<file path="src/verilog/mode_reg_pkg.sv">
// shared constants for the mode-register programming block
package mode_reg_pkg;
  // apb register byte offsets
  localparam logic [11:0] OFS_CTRL = 12'h000;
  localparam logic [11:0] OFS_STATUS = 12'h004;
  localparam logic [11:0] OFS_BASE = 12'h008;
  localparam logic [11:0] OFS_EXT1 = 12'h00c;
  localparam logic [11:0] OFS_EXT2 = 12'h010;
  localparam logic [11:0] OFS_EXT3 = 12'h014;
  localparam logic [11:0] OFS_BURST = 12'h018;
  localparam logic [11:0] OFS_DECODE = 12'h01c;
  // ctrl register bits
  localparam int CTRL_SELF_REFRESH_EXIT = 0;
  localparam int CTRL_BURST_START = 1;
  // status register bits
  localparam int STAT_BASE_VALID = 0;
  localparam int STAT_EXT1_VALID = 1;
  localparam int STAT_EXT2_VALID = 2;
  localparam int STAT_EXT3_VALID = 3;
  localparam int STAT_DLL_ON = 4;
  localparam int STAT_DLL_LOCKED = 5;
  // mode register width and reset contents
  localparam int MR_WIDTH = 13;
  localparam logic [12:0] MR_RESET = 13'h0000;
  // base register fields
  localparam int BASE_BL_LSB = 0;
  localparam int BASE_BT_BIT = 3;
  localparam int BASE_CL_LSB = 4;
  localparam int BASE_TM_BIT = 7;
  localparam int BASE_DLLRST_BIT = 8;
  localparam int BASE_WR_LSB = 9;
  // first extended register fields
  localparam int EXT1_DLLDIS_BIT = 0;
  localparam int EXT1_WEAK_BIT = 1;
  localparam int EXT1_ODT0_BIT = 2;
  localparam int EXT1_AL_LSB = 3;
  localparam int EXT1_ODT1_BIT = 6;
  localparam int EXT1_CAL_LSB = 7;
  localparam int EXT1_DQSN_DIS_BIT = 10;
  // second extended register fields
  localparam int EXT2_PAR_LSB = 0;
  localparam int EXT2_DCC_BIT = 3;
  localparam int EXT2_HTSR_BIT = 7;
  // burst length codes
  localparam logic [2:0] BL_CODE_4 = 3'h2;
  localparam logic [2:0] BL_CODE_8 = 3'h3;
  // clocks the dll needs after being enabled before a read
  localparam logic [7:0] DLL_LOCK_CLOCKS = 8'hc8;
  // which mode register a load-mode command addresses
  typedef enum logic [1:0] {
    MR_BASE = 2'b00,
    MR_EXT1 = 2'b01,
    MR_EXT2 = 2'b10,
    MR_EXT3 = 2'b11
  } mr_sel_t;
endpackage : mode_reg_pkg

</file>
<file path="src/verilog/cmd_pin_sync.sv">
`timescale 1ns/10ps
// three-stage synchroniser for the command and address pins
module cmd_pin_sync #(
  parameter int WIDTH = 19
) (
  // clock and reset
  input wire logic clock,
  input wire logic rst_b,
  // raw pins and filtered result
  input wire logic [WIDTH-1:0] pinIn,
  output logic [WIDTH-1:0] pinOut
);
  typedef struct packed {
    logic [WIDTH-1:0] s1;
    logic [WIDTH-1:0] s2;
    logic [WIDTH-1:0] s3;
    logic [WIDTH-1:0] held;
  } sync_state_t;
  sync_state_t st_q;
  sync_state_t st_d;

  initial begin
    if (WIDTH < 1) $error("cmd_pin_sync width must be positive");
  end

  // a bit counts only when stages two and three agree; s1 feeds s2 only
  always_comb begin
    st_d = st_q;
    st_d.s1 = pinIn;
    st_d.s2 = st_q.s1;
    st_d.s3 = st_q.s2;
    for (int i = 0; i < WIDTH; i++) begin
      if (st_q.s2[i] == st_q.s3[i]) begin
        st_d.held[i] = st_q.s3[i];
      end
    end
  end

  // pins idle high (deselect) out of reset
  always_ff @(posedge clock or negedge rst_b) begin
    if (!rst_b) begin
      st_q <= '1;
    end else begin
      st_q <= st_d;
    end
  end

  assign pinOut = st_q.held;
endmodule : cmd_pin_sync

</file>
<file path="src/verilog/burst_order.sv">
`timescale 1ns/10ps
// column order of one beat within a burst
module burst_order (
  // burst setup
  input wire logic [2:0] startCol,
  input wire logic interleaved,
  input wire logic lengthEight,
  // beat index and resulting column bits
  input wire logic [2:0] beat,
  output logic [2:0] column
);
  logic [1:0] low;
  logic high;

  // low pair wraps in a group of four; upper bit flips on second group
  always_comb begin
    if (interleaved) begin
      low = startCol[1:0] ^ beat[1:0];
    end else begin
      low = 2'(startCol[1:0] + beat[1:0]);
    end
    high = lengthEight ? (startCol[2] ^ beat[2]) : startCol[2];
    column = {high, low};
  end
endmodule : burst_order

</file>
<file path="src/verilog/ddr2_mode_regs.sv">
// The register offsets and the APB slave port were chosen for this implementation.
`timescale 1ns/10ps
// mode-register programming logic with apb view and decoded fields

// What this block does
// - Four strobes and bank bits low, clock enable high, loads address into base register.
// - Burst length from base bits 0..2, burst order from bit 3.
// - Read latency from base bits 4..6, whole clocks only.
// - Base bit 7 is test mode, kept low; bit 8 resets the loop.
// - Below 1.875ns clock, no auto-precharge writes; recovery field zero.
// - Burst column order wraps in groups of four, sequential or interleaved.
// - Loop enabled needs 200 clocks before read; self-refresh exit re-enables.
// - Bank bit 0 high, bit 1 low selects first extended; loop disable, weak drive.
// - Extended one: additive latency bits 3..5, termination 2 and 6, calibration 7..9.
// - Extended one bit 10 disables complementary strobe, then ignored.
// - Bank bit 1 high, bit 0 low selects second extended; bit 7 high-temperature refresh.
// - Second extended reserved bits zero; bit 3 duty-cycle corrector.
// - Partial-array refresh range from low three bits of second extended.
// - Both bank bits high select the third extended register.
module ddr2_mode_regs import mode_reg_pkg::*; #(
  parameter int ROW_BITS = 13
) (
  // clock and reset
  input wire logic clock,
  input wire logic rst_b,
  // command pins from the controller; the four strobes active low, clock enable active high
  input wire logic chipSel_b,
  input wire logic rowStrobe_b,
  input wire logic colStrobe_b,
  input wire logic writeEn_b,
  input wire logic clockEn,
  input wire logic [1:0] bankAddr,
  input wire logic [ROW_BITS-1:0] rowAddr,
  input wire logic strobeN,
  // apb slave
  input wire logic psel,
  input wire logic penable,
  input wire logic pwrite,
  input wire logic [11:0] paddr,
  input wire logic [31:0] pwdata,
  output logic [31:0] prdata,
  output logic pready,
  output logic pslverr,
  // decoded mode fields to the array logic
  output logic [2:0] burst_length,
  output logic burstInterleaved,
  output logic [2:0] readLatency,
  output logic testMode,
  output logic dllEnabled,
  output logic dllResetPulse,
  output logic readAllowed,
  output logic weakDrive,
  output logic [2:0] additive_latency,
  output logic [1:0] on_die_termination,
  output logic [2:0] driver_impedance_calibration,
  output logic complStrobeUsed,
  output logic complStrobe,
  output logic highTempRefresh,
  output logic duty_cycle_corrector,
  output logic [2:0] partial_array_refresh,
  output logic [2:0] burstColumn
);
  localparam int PIN_W = 6 + ROW_BITS;

  typedef struct packed {
    logic [MR_WIDTH-1:0] base;
    logic [MR_WIDTH-1:0] ext1;
    logic [MR_WIDTH-1:0] ext2;
    logic [MR_WIDTH-1:0] ext3;
    logic [3:0] written;
    logic dllReset;
    logic [7:0] lockCount;
    logic [2:0] burstStart;
    logic [2:0] beat;
    logic burstRun;
    logic [2:0] column;
    logic [1:0] lastSel;
    logic lastLoad;
    logic [31:0] rdata;
  } mr_state_t;

  mr_state_t st_q;
  mr_state_t st_d;
  logic [PIN_W-1:0] pinsRaw;
  logic [PIN_W-1:0] pinsSync;
  logic [2:0] beatColumn;
  logic loadCmd;
  mr_sel_t regSel;
  logic [MR_WIDTH-1:0] addrBits;
  logic apbWrite;
  logic apbRead;
  logic [2:0] burstLast;
  logic [2:0] burstCode;

  initial begin
    if (ROW_BITS != MR_WIDTH) $error("ddr2_mode_regs row width must equal register width");
  end

  // true when a mapped register lives at this byte address
  function automatic logic mapped(input logic [11:0] addr);
    mapped = (addr == OFS_CTRL) || (addr == OFS_STATUS) || (addr == OFS_BASE) ||
             (addr == OFS_EXT1) || (addr == OFS_EXT2) || (addr == OFS_EXT3) ||
             (addr == OFS_BURST) || (addr == OFS_DECODE);
  endfunction : mapped

  // pins cross into our clock through the three-stage filter
  assign pinsRaw = {chipSel_b, rowStrobe_b, colStrobe_b, writeEn_b, bankAddr, rowAddr};

  cmd_pin_sync #(
    .WIDTH(PIN_W)
  ) pinSync (
    .clock(clock),
    .rst_b(rst_b),
    .pinIn(pinsRaw),
    .pinOut(pinsSync)
  );

  // load-mode is all four strobes low; bank bits pick the register
  assign loadCmd = (pinsSync[PIN_W-1 -: 4] == 4'h0);
  assign regSel = mr_sel_t'(pinsSync[ROW_BITS +: 2]);
  assign addrBits = pinsSync[ROW_BITS-1:0];

  // apb strobes: zero wait state, writes land in the access phase
  assign apbWrite = psel && penable && pwrite;
  assign apbRead = psel && !penable && !pwrite;
  assign pready = 1'b1;
  assign pslverr = psel && penable && !mapped(paddr);

  // burst end depends on length 4 or 8; other codes run as four
  assign burstCode = st_q.base[BASE_BL_LSB +: 3];
  assign burstLast = (burstCode == BL_CODE_8) ? 3'h7 : 3'h3;

  burst_order order (
    .startCol(st_q.burstStart),
    .interleaved(st_q.base[BASE_BT_BIT]),
    .lengthEight(burstCode == BL_CODE_8),
    .beat(st_q.beat),
    .column(beatColumn)
  );

  // next-state logic for registers, lock counter, burst walker and apb
  always_comb begin
    st_d = st_q;
    st_d.dllReset = 1'b0;
    st_d.lastLoad = loadCmd;
    // clock enable gates the load; the controller guarantees idle banks
    if (loadCmd && clockEn) begin
      st_d.lastSel = regSel;
      st_d.written[regSel] = 1'b1;
      unique case (regSel)
        MR_BASE: begin
          st_d.base = addrBits;
          // a held pattern reloads every clock; pulse only on its first load
          st_d.dllReset = addrBits[BASE_DLLRST_BIT] && !st_q.lastLoad;
        end
        MR_EXT1: begin
          st_d.ext1 = addrBits;
        end
        MR_EXT2: begin
          st_d.ext2 = addrBits;
        end
        MR_EXT3: begin
          st_d.ext3 = addrBits;
        end
      endcase
    end
    // loop relock: any enable or reset restarts the count
    if (st_q.ext1[EXT1_DLLDIS_BIT]) begin
      st_d.lockCount = 8'h00;
    end else if (st_d.dllReset ||
                 (loadCmd && clockEn && regSel == MR_EXT1 && !addrBits[EXT1_DLLDIS_BIT])) begin
      st_d.lockCount = 8'h00;
    end else if (st_q.lockCount != DLL_LOCK_CLOCKS) begin
      st_d.lockCount = 8'(st_q.lockCount + 8'h01);
    end
    // leaving self refresh brings the loop back on by itself
    if (apbWrite && paddr == OFS_CTRL && pwdata[CTRL_SELF_REFRESH_EXIT]) begin
      st_d.ext1[EXT1_DLLDIS_BIT] = 1'b0;
      st_d.lockCount = 8'h00;
    end
    // software-started burst walks the column order one beat per clock
    if (st_q.burstRun) begin
      st_d.column = beatColumn;
      if (st_q.beat == burstLast) begin
        st_d.burstRun = 1'b0;
        st_d.beat = 3'h0;
      end else begin
        st_d.beat = 3'(st_q.beat + 3'h1);
      end
    end
    if (apbWrite && paddr == OFS_CTRL && pwdata[CTRL_BURST_START] && !st_q.burstRun) begin
      st_d.burstRun = 1'b1;
      st_d.beat = 3'h0;
    end
    if (apbWrite && paddr == OFS_BURST) begin
      st_d.burstStart = pwdata[2:0];
    end
    // read data captured in setup, valid through the access phase
    if (apbRead) begin
      st_d.rdata = 32'h0000_0000;
      if (paddr == OFS_STATUS) begin
        st_d.rdata[3:0] = st_q.written;
        st_d.rdata[STAT_DLL_ON] = !st_q.ext1[EXT1_DLLDIS_BIT];
        st_d.rdata[STAT_DLL_LOCKED] = readAllowed;
      end else if (paddr == OFS_CTRL) begin
        st_d.rdata[CTRL_BURST_START] = st_q.burstRun;
      end else if (paddr == OFS_BASE) begin
        st_d.rdata[MR_WIDTH-1:0] = st_q.base;
      end else if (paddr == OFS_EXT1) begin
        st_d.rdata[MR_WIDTH-1:0] = st_q.ext1;
      end else if (paddr == OFS_EXT2) begin
        st_d.rdata[MR_WIDTH-1:0] = st_q.ext2;
      end else if (paddr == OFS_EXT3) begin
        st_d.rdata[MR_WIDTH-1:0] = st_q.ext3;
      end else if (paddr == OFS_BURST) begin
        st_d.rdata[2:0] = st_q.burstStart;
        st_d.rdata[10:8] = st_q.column;
        st_d.rdata[15:12] = {1'b0, st_q.beat};
      end else if (paddr == OFS_DECODE) begin
        st_d.rdata[1:0] = st_q.lastSel;
        st_d.rdata[2] = st_q.lastLoad;
      end
    end
  end

  // contents have no defined power-up value; zero is just a known start
  always_ff @(posedge clock or negedge rst_b) begin
    if (!rst_b) begin
      st_q <= '0;
      st_q.base <= MR_RESET;
      st_q.ext1 <= MR_RESET;
      st_q.ext2 <= MR_RESET;
      st_q.ext3 <= MR_RESET;
    end else begin
      st_q <= st_d;
    end
  end

  // base register fields
  assign burst_length = st_q.base[BASE_BL_LSB +: 3];
  assign burstInterleaved = st_q.base[BASE_BT_BIT];
  assign readLatency = st_q.base[BASE_CL_LSB +: 3];
  assign testMode = st_q.base[BASE_TM_BIT];
  assign dllResetPulse = st_q.dllReset;

  // first extended register fields
  assign dllEnabled = !st_q.ext1[EXT1_DLLDIS_BIT];
  assign weakDrive = st_q.ext1[EXT1_WEAK_BIT];
  assign additive_latency = st_q.ext1[EXT1_AL_LSB +: 3];
  assign on_die_termination = {st_q.ext1[EXT1_ODT1_BIT], st_q.ext1[EXT1_ODT0_BIT]};
  assign driver_impedance_calibration = st_q.ext1[EXT1_CAL_LSB +: 3];
  assign complStrobeUsed = !st_q.ext1[EXT1_DQSN_DIS_BIT];
  // single-ended mode: complementary strobe treated as don't care
  assign complStrobe = complStrobeUsed ? strobeN : 1'b1;

  // second extended register fields
  assign highTempRefresh = st_q.ext2[EXT2_HTSR_BIT];
  assign duty_cycle_corrector = st_q.ext2[EXT2_DCC_BIT];
  assign partial_array_refresh = st_q.ext2[EXT2_PAR_LSB +: 3];

  // reads are gated until the loop has had its 200 clocks
  assign readAllowed = dllEnabled && (st_q.lockCount == DLL_LOCK_CLOCKS);

  assign burstColumn = st_q.column;
  assign prdata = st_q.rdata;
endmodule : ddr2_mode_regs

</file>
<file path="config.mk">
export PLATFORM = sky130hd
export DESIGN_NAME = ddr2_mode_regs
export DESIGN_NICKNAME = d
export VERILOG_FILES = /design/src/verilog/mode_reg_pkg.sv /design/src/verilog/cmd_pin_sync.sv /design/src/verilog/burst_order.sv /design/src/verilog/ddr2_mode_regs.sv
export SDC_FILE = /design/constraint.sdc
export NUM_CORES = 1
export LEC_CHECK = 0
export ABC_AREA = 0
export CORE_UTILIZATION = 55
export CTS_CLUSTER_SIZE = 25
export DETAILED_ROUTE_END_ITERATION = 12
export DONT_BUFFER_PORTS = 1
export HOLD_SLACK_MARGIN = 0.1
export PLACE_DENSITY = 0.67
export SETUP_SLACK_MARGIN = 0.5
export SLEW_MARGIN = 20
export SYNTH_ARGS = -nofsm -noshare
export SYNTH_HDL_FRONTEND = slang
export SYNTH_SLANG_ARGS = --single-unit
</file>
<file path="constraint.sdc">
create_clock -name clock -period 2.9 [get_ports clock]
set_clock_uncertainty 0.2 [all_clocks]
set_input_delay 0.58 -clock clock [delete_from_list [all_inputs] [get_ports clock]]
set_output_delay 0.58 -clock clock [all_outputs]
set_load 0.02 [all_outputs]
</file>
==> qor.yml <==
critical_path:
  max_stage_delay_ns: 0.46
  cp-start-kind: "flip-flop"
  crit_buf_inv: 2
  worstSetupPathType: "flip-flop to output port"
  cp.arrival_ns: 1.85
  crit_path_cell_trace: "inv_1 > ha_1 > nand4_1 > or4_4 > nor2_4 > buf_6"
  crit_path_top_delay_cell: "or4_4"
  required_ns: 2.12
  crit_family: "simple AND/OR/NAND/NOR gates"
  worstSetupEndpointType: "output port"
  critical_path.max_fanout: 5
placed_design:
  dp_cells: 669
  dp_hpwl_mm: 8.88
  port_buffers: 0
  gp_congestion: 0.844
floorplan:
  die_x_um: 115
  start_util_pct: 56.4
  io_pins: 134
  die_y_um: 115
  core_area_mm2: 0.0126
  dieArea_mm2: 0.0133
  rows: 41
global_routing:
  antenna_found_initial: 0
  grt_pass1_wl_mm: 21.3
  grt_pass1_vias: 4011
  grt.total_usage_pct: 21.8
  grt_overflow: 0
  grt_max_degree: 170
route:
  ant_nets: 0
  met1_length_mm: 5.78
  dr.pass1.iters: 4
  wl_met2_mm: 6.43
  route.met3.wl_mm: 1.09
  drtIter0Drc: 293
  wire_per_inst_um: 18.7
  drc: 0
  dr_total_vias: 4083
  vias_per_cell: 5.63
  totalWireLength_mm: 13.6
  top_layer: "met4"
logic_synthesis:
  yosys.area_share.simple_pct: 8.42
  syn_area_per_cell_um2: 13.0
  syn_inst: 547
  async_flop_share_pct: 100
  netlist_area_mm2: 0.00708
  synth.area.top_cells: "dfrtp_1 33%, dfstp_2 28%, mux2_2 7.5%"
  netlist.area_leader.share_pct: 32.9
  synth_xor_xnor_area_share_pct: 1.11
  synth-edff-count: 0
  yosys.area.top_type: "dfrtp_1"
  synth_most_common_cell: "dfrtp_1"
  synth_seq_cells: 169
  synth_cell_types: 57
  seq_area_frac_synth_pct: 61.0
  synth.area.mux_share_pct: 9.94
  synthAdderAreaFrac_pct: 3.39
  synth_top_family_by_area: "multiplexers"
  synth_warnings: 0
  synth-main-ff-cell: "dfrtp_1"
  synth_compound_gate_area_share_pct: 8.16
  synth_common_cells: "93 x dfrtp_1, 76 x dfstp_2, 53 x buf_4"
clocking:
  cts_max_path_buffers: 2
  cts_hold_buf: 22
  clk_pin_slew_ns: 0.07
  cts_root_buffer: "clkbuf_16"
  numClockSinks: 169
  h-tree-depth: 4
  insertion_delay_ns: 0.42
  cts_buffers: 17
  tritoncts: "yes"
timing:
  setup_tns_ns: 0
  fmax_ghz: 0.380
  setup_viol: 0
  fin_crit_ns: 2.63
  slew_headroom_pct: 54.8
  drv_slew: 0
  hold_slack_ns: -0.346
  period_share_pct: 90.7
  rsz0062_at_grt: "true"
  hold_viol: 169
  worstMarginPinSlew_ns: 0.661
finish:
  fin_nets: 614
  drive_gt1_share_pct: 33.3
  final_util_pct: 61.8
  area_growth_pct: 9.55
  antenna_cells: 0
  fin_cells: 725
power:
  power_density_mw_per_mm2: 744
  peakVddDrop_mv: 0.443
  p_leak_uw: 0.00339
hold_path:
  hp-class: "input pin to async pin"
outcome:
  violations: "negative hold slack"
  status: "complete, but fails checks"
job:
  maxCapViolCount: 0
==> metal layers <==
| layer | vias to the layer above | GRT usage [%] |
|---|---|---|
| met4 | 0 | 10.4 |
| met1 | 2104 | 28.1 |
| li1 | 1836 | - |
| met2 | 125 | 33.1 |
| met3 | 18 | 7.53 |
| met5 | - | 0 |
==> through the flow <==
stage          setup slack (ns)  total power [µW]  instance area (µm²)  hold slack (ns)
2_1_floorplan             0.594              3570                 7140           0.0844
3_3_place_gp              0.416              3580                 6930           0.0912
3_5_place_dp              0.380              3620                 6930           0.0894
4_1_cts                   0.251              5840                 7760           -0.374
5_1_grt                   0.185              6010                 7760           -0.364
6_report                  0.269              5780                 7760           -0.346
==> cell families (layout without fill, tap and decap cells) <==
kind of cell               Yosys count  after routing
DFF                                169            169
and+or+nand+nor                    109            109
buffers and inverters               88             78
AOI/OAI and AO/OA                   87             87
muxes                               60             60
adders and majority gates           23             23
xor gates and xnor gates             9              9
other                                2             18
==> layout by cell type (no fill, tap or decap), types with 10 or more instances in the layout <==
cell type	synthesis	final
nor2_1	19	18
mux2_2	47	47
nand2_1	29	29
nand3_1	13	13
inv_1	11	11
dfrtp_1	93	93
conb_1	2	18
maj3_1	19	19
o21ai_0	22	22
buf_4	53	12
dlygate4sd3_1	0	22
a21oi_1	18	18
nor2b_1	10	10
clkbuf_16	0	18
dfstp_2	76	76
==> flip-flops by register name (all words and copies together) (netlist names), 2 cells and up <==
signal,flops
pinSync.st_q,19
burst_length,3
prdata,15
st_q,52
additive_latency,3
pinSync.pinOut,19
partial_array_refresh,3
pinSync.st_d,38
readLatency,3
burstColumn,3
on_die_termination,2
driver_impedance_calibration,3
==> area by class of cell <==
| class | count | area, µm² |
|---|---|---|
| clock buffer | 27 | 544 |
| clock inverter | 5 | 31.3 |
| fill | 967 | 4810 |
| inverter | 11 | 41.3 |
| multi-input combinational | 306 | 2280 |
| sequential | 169 | 4320 |
| tap | 172 | 215 |
| timing repair buffer | 35 | 322 |
==> path summary, 6_finish.rpt <==
kind	slack (ns)	end	cells past startpoint	startpoint
setup / recovery	0.27	readAllowed	6	st_q[45]
hold / removal	-0.35	st_q[39]	0	rst_b
setup reg to reg	0.70	st_q[81]	5	pinSync.pinOut[16]
hold reg to reg	0.15	pinSync.st_d[21]	0	pinSync.st_d[40]
max in group asynchronous	2.57	pinSync.st_q[32]	0	rst_b
min in group clock	0.15	pinSync.st_d[21]	0	pinSync.st_d[40]
==> where the power goes <==
group	switching, µW	internal, µW	total [µW]
Sequential	367	2720	3080
Combinational	231	317	548
Clock	862	1280	2140
==> repair_timing <==
action / 4_1_cts / 5_1_grt
buffers inserted: 2 / 0
pin swaps: 0 / 0
endpoints found under the hold margin: 192 / 169
resized for setup: 5 / 1
setup endpoints to repair: 2 / 5
(Power assumes the default switching activity.)
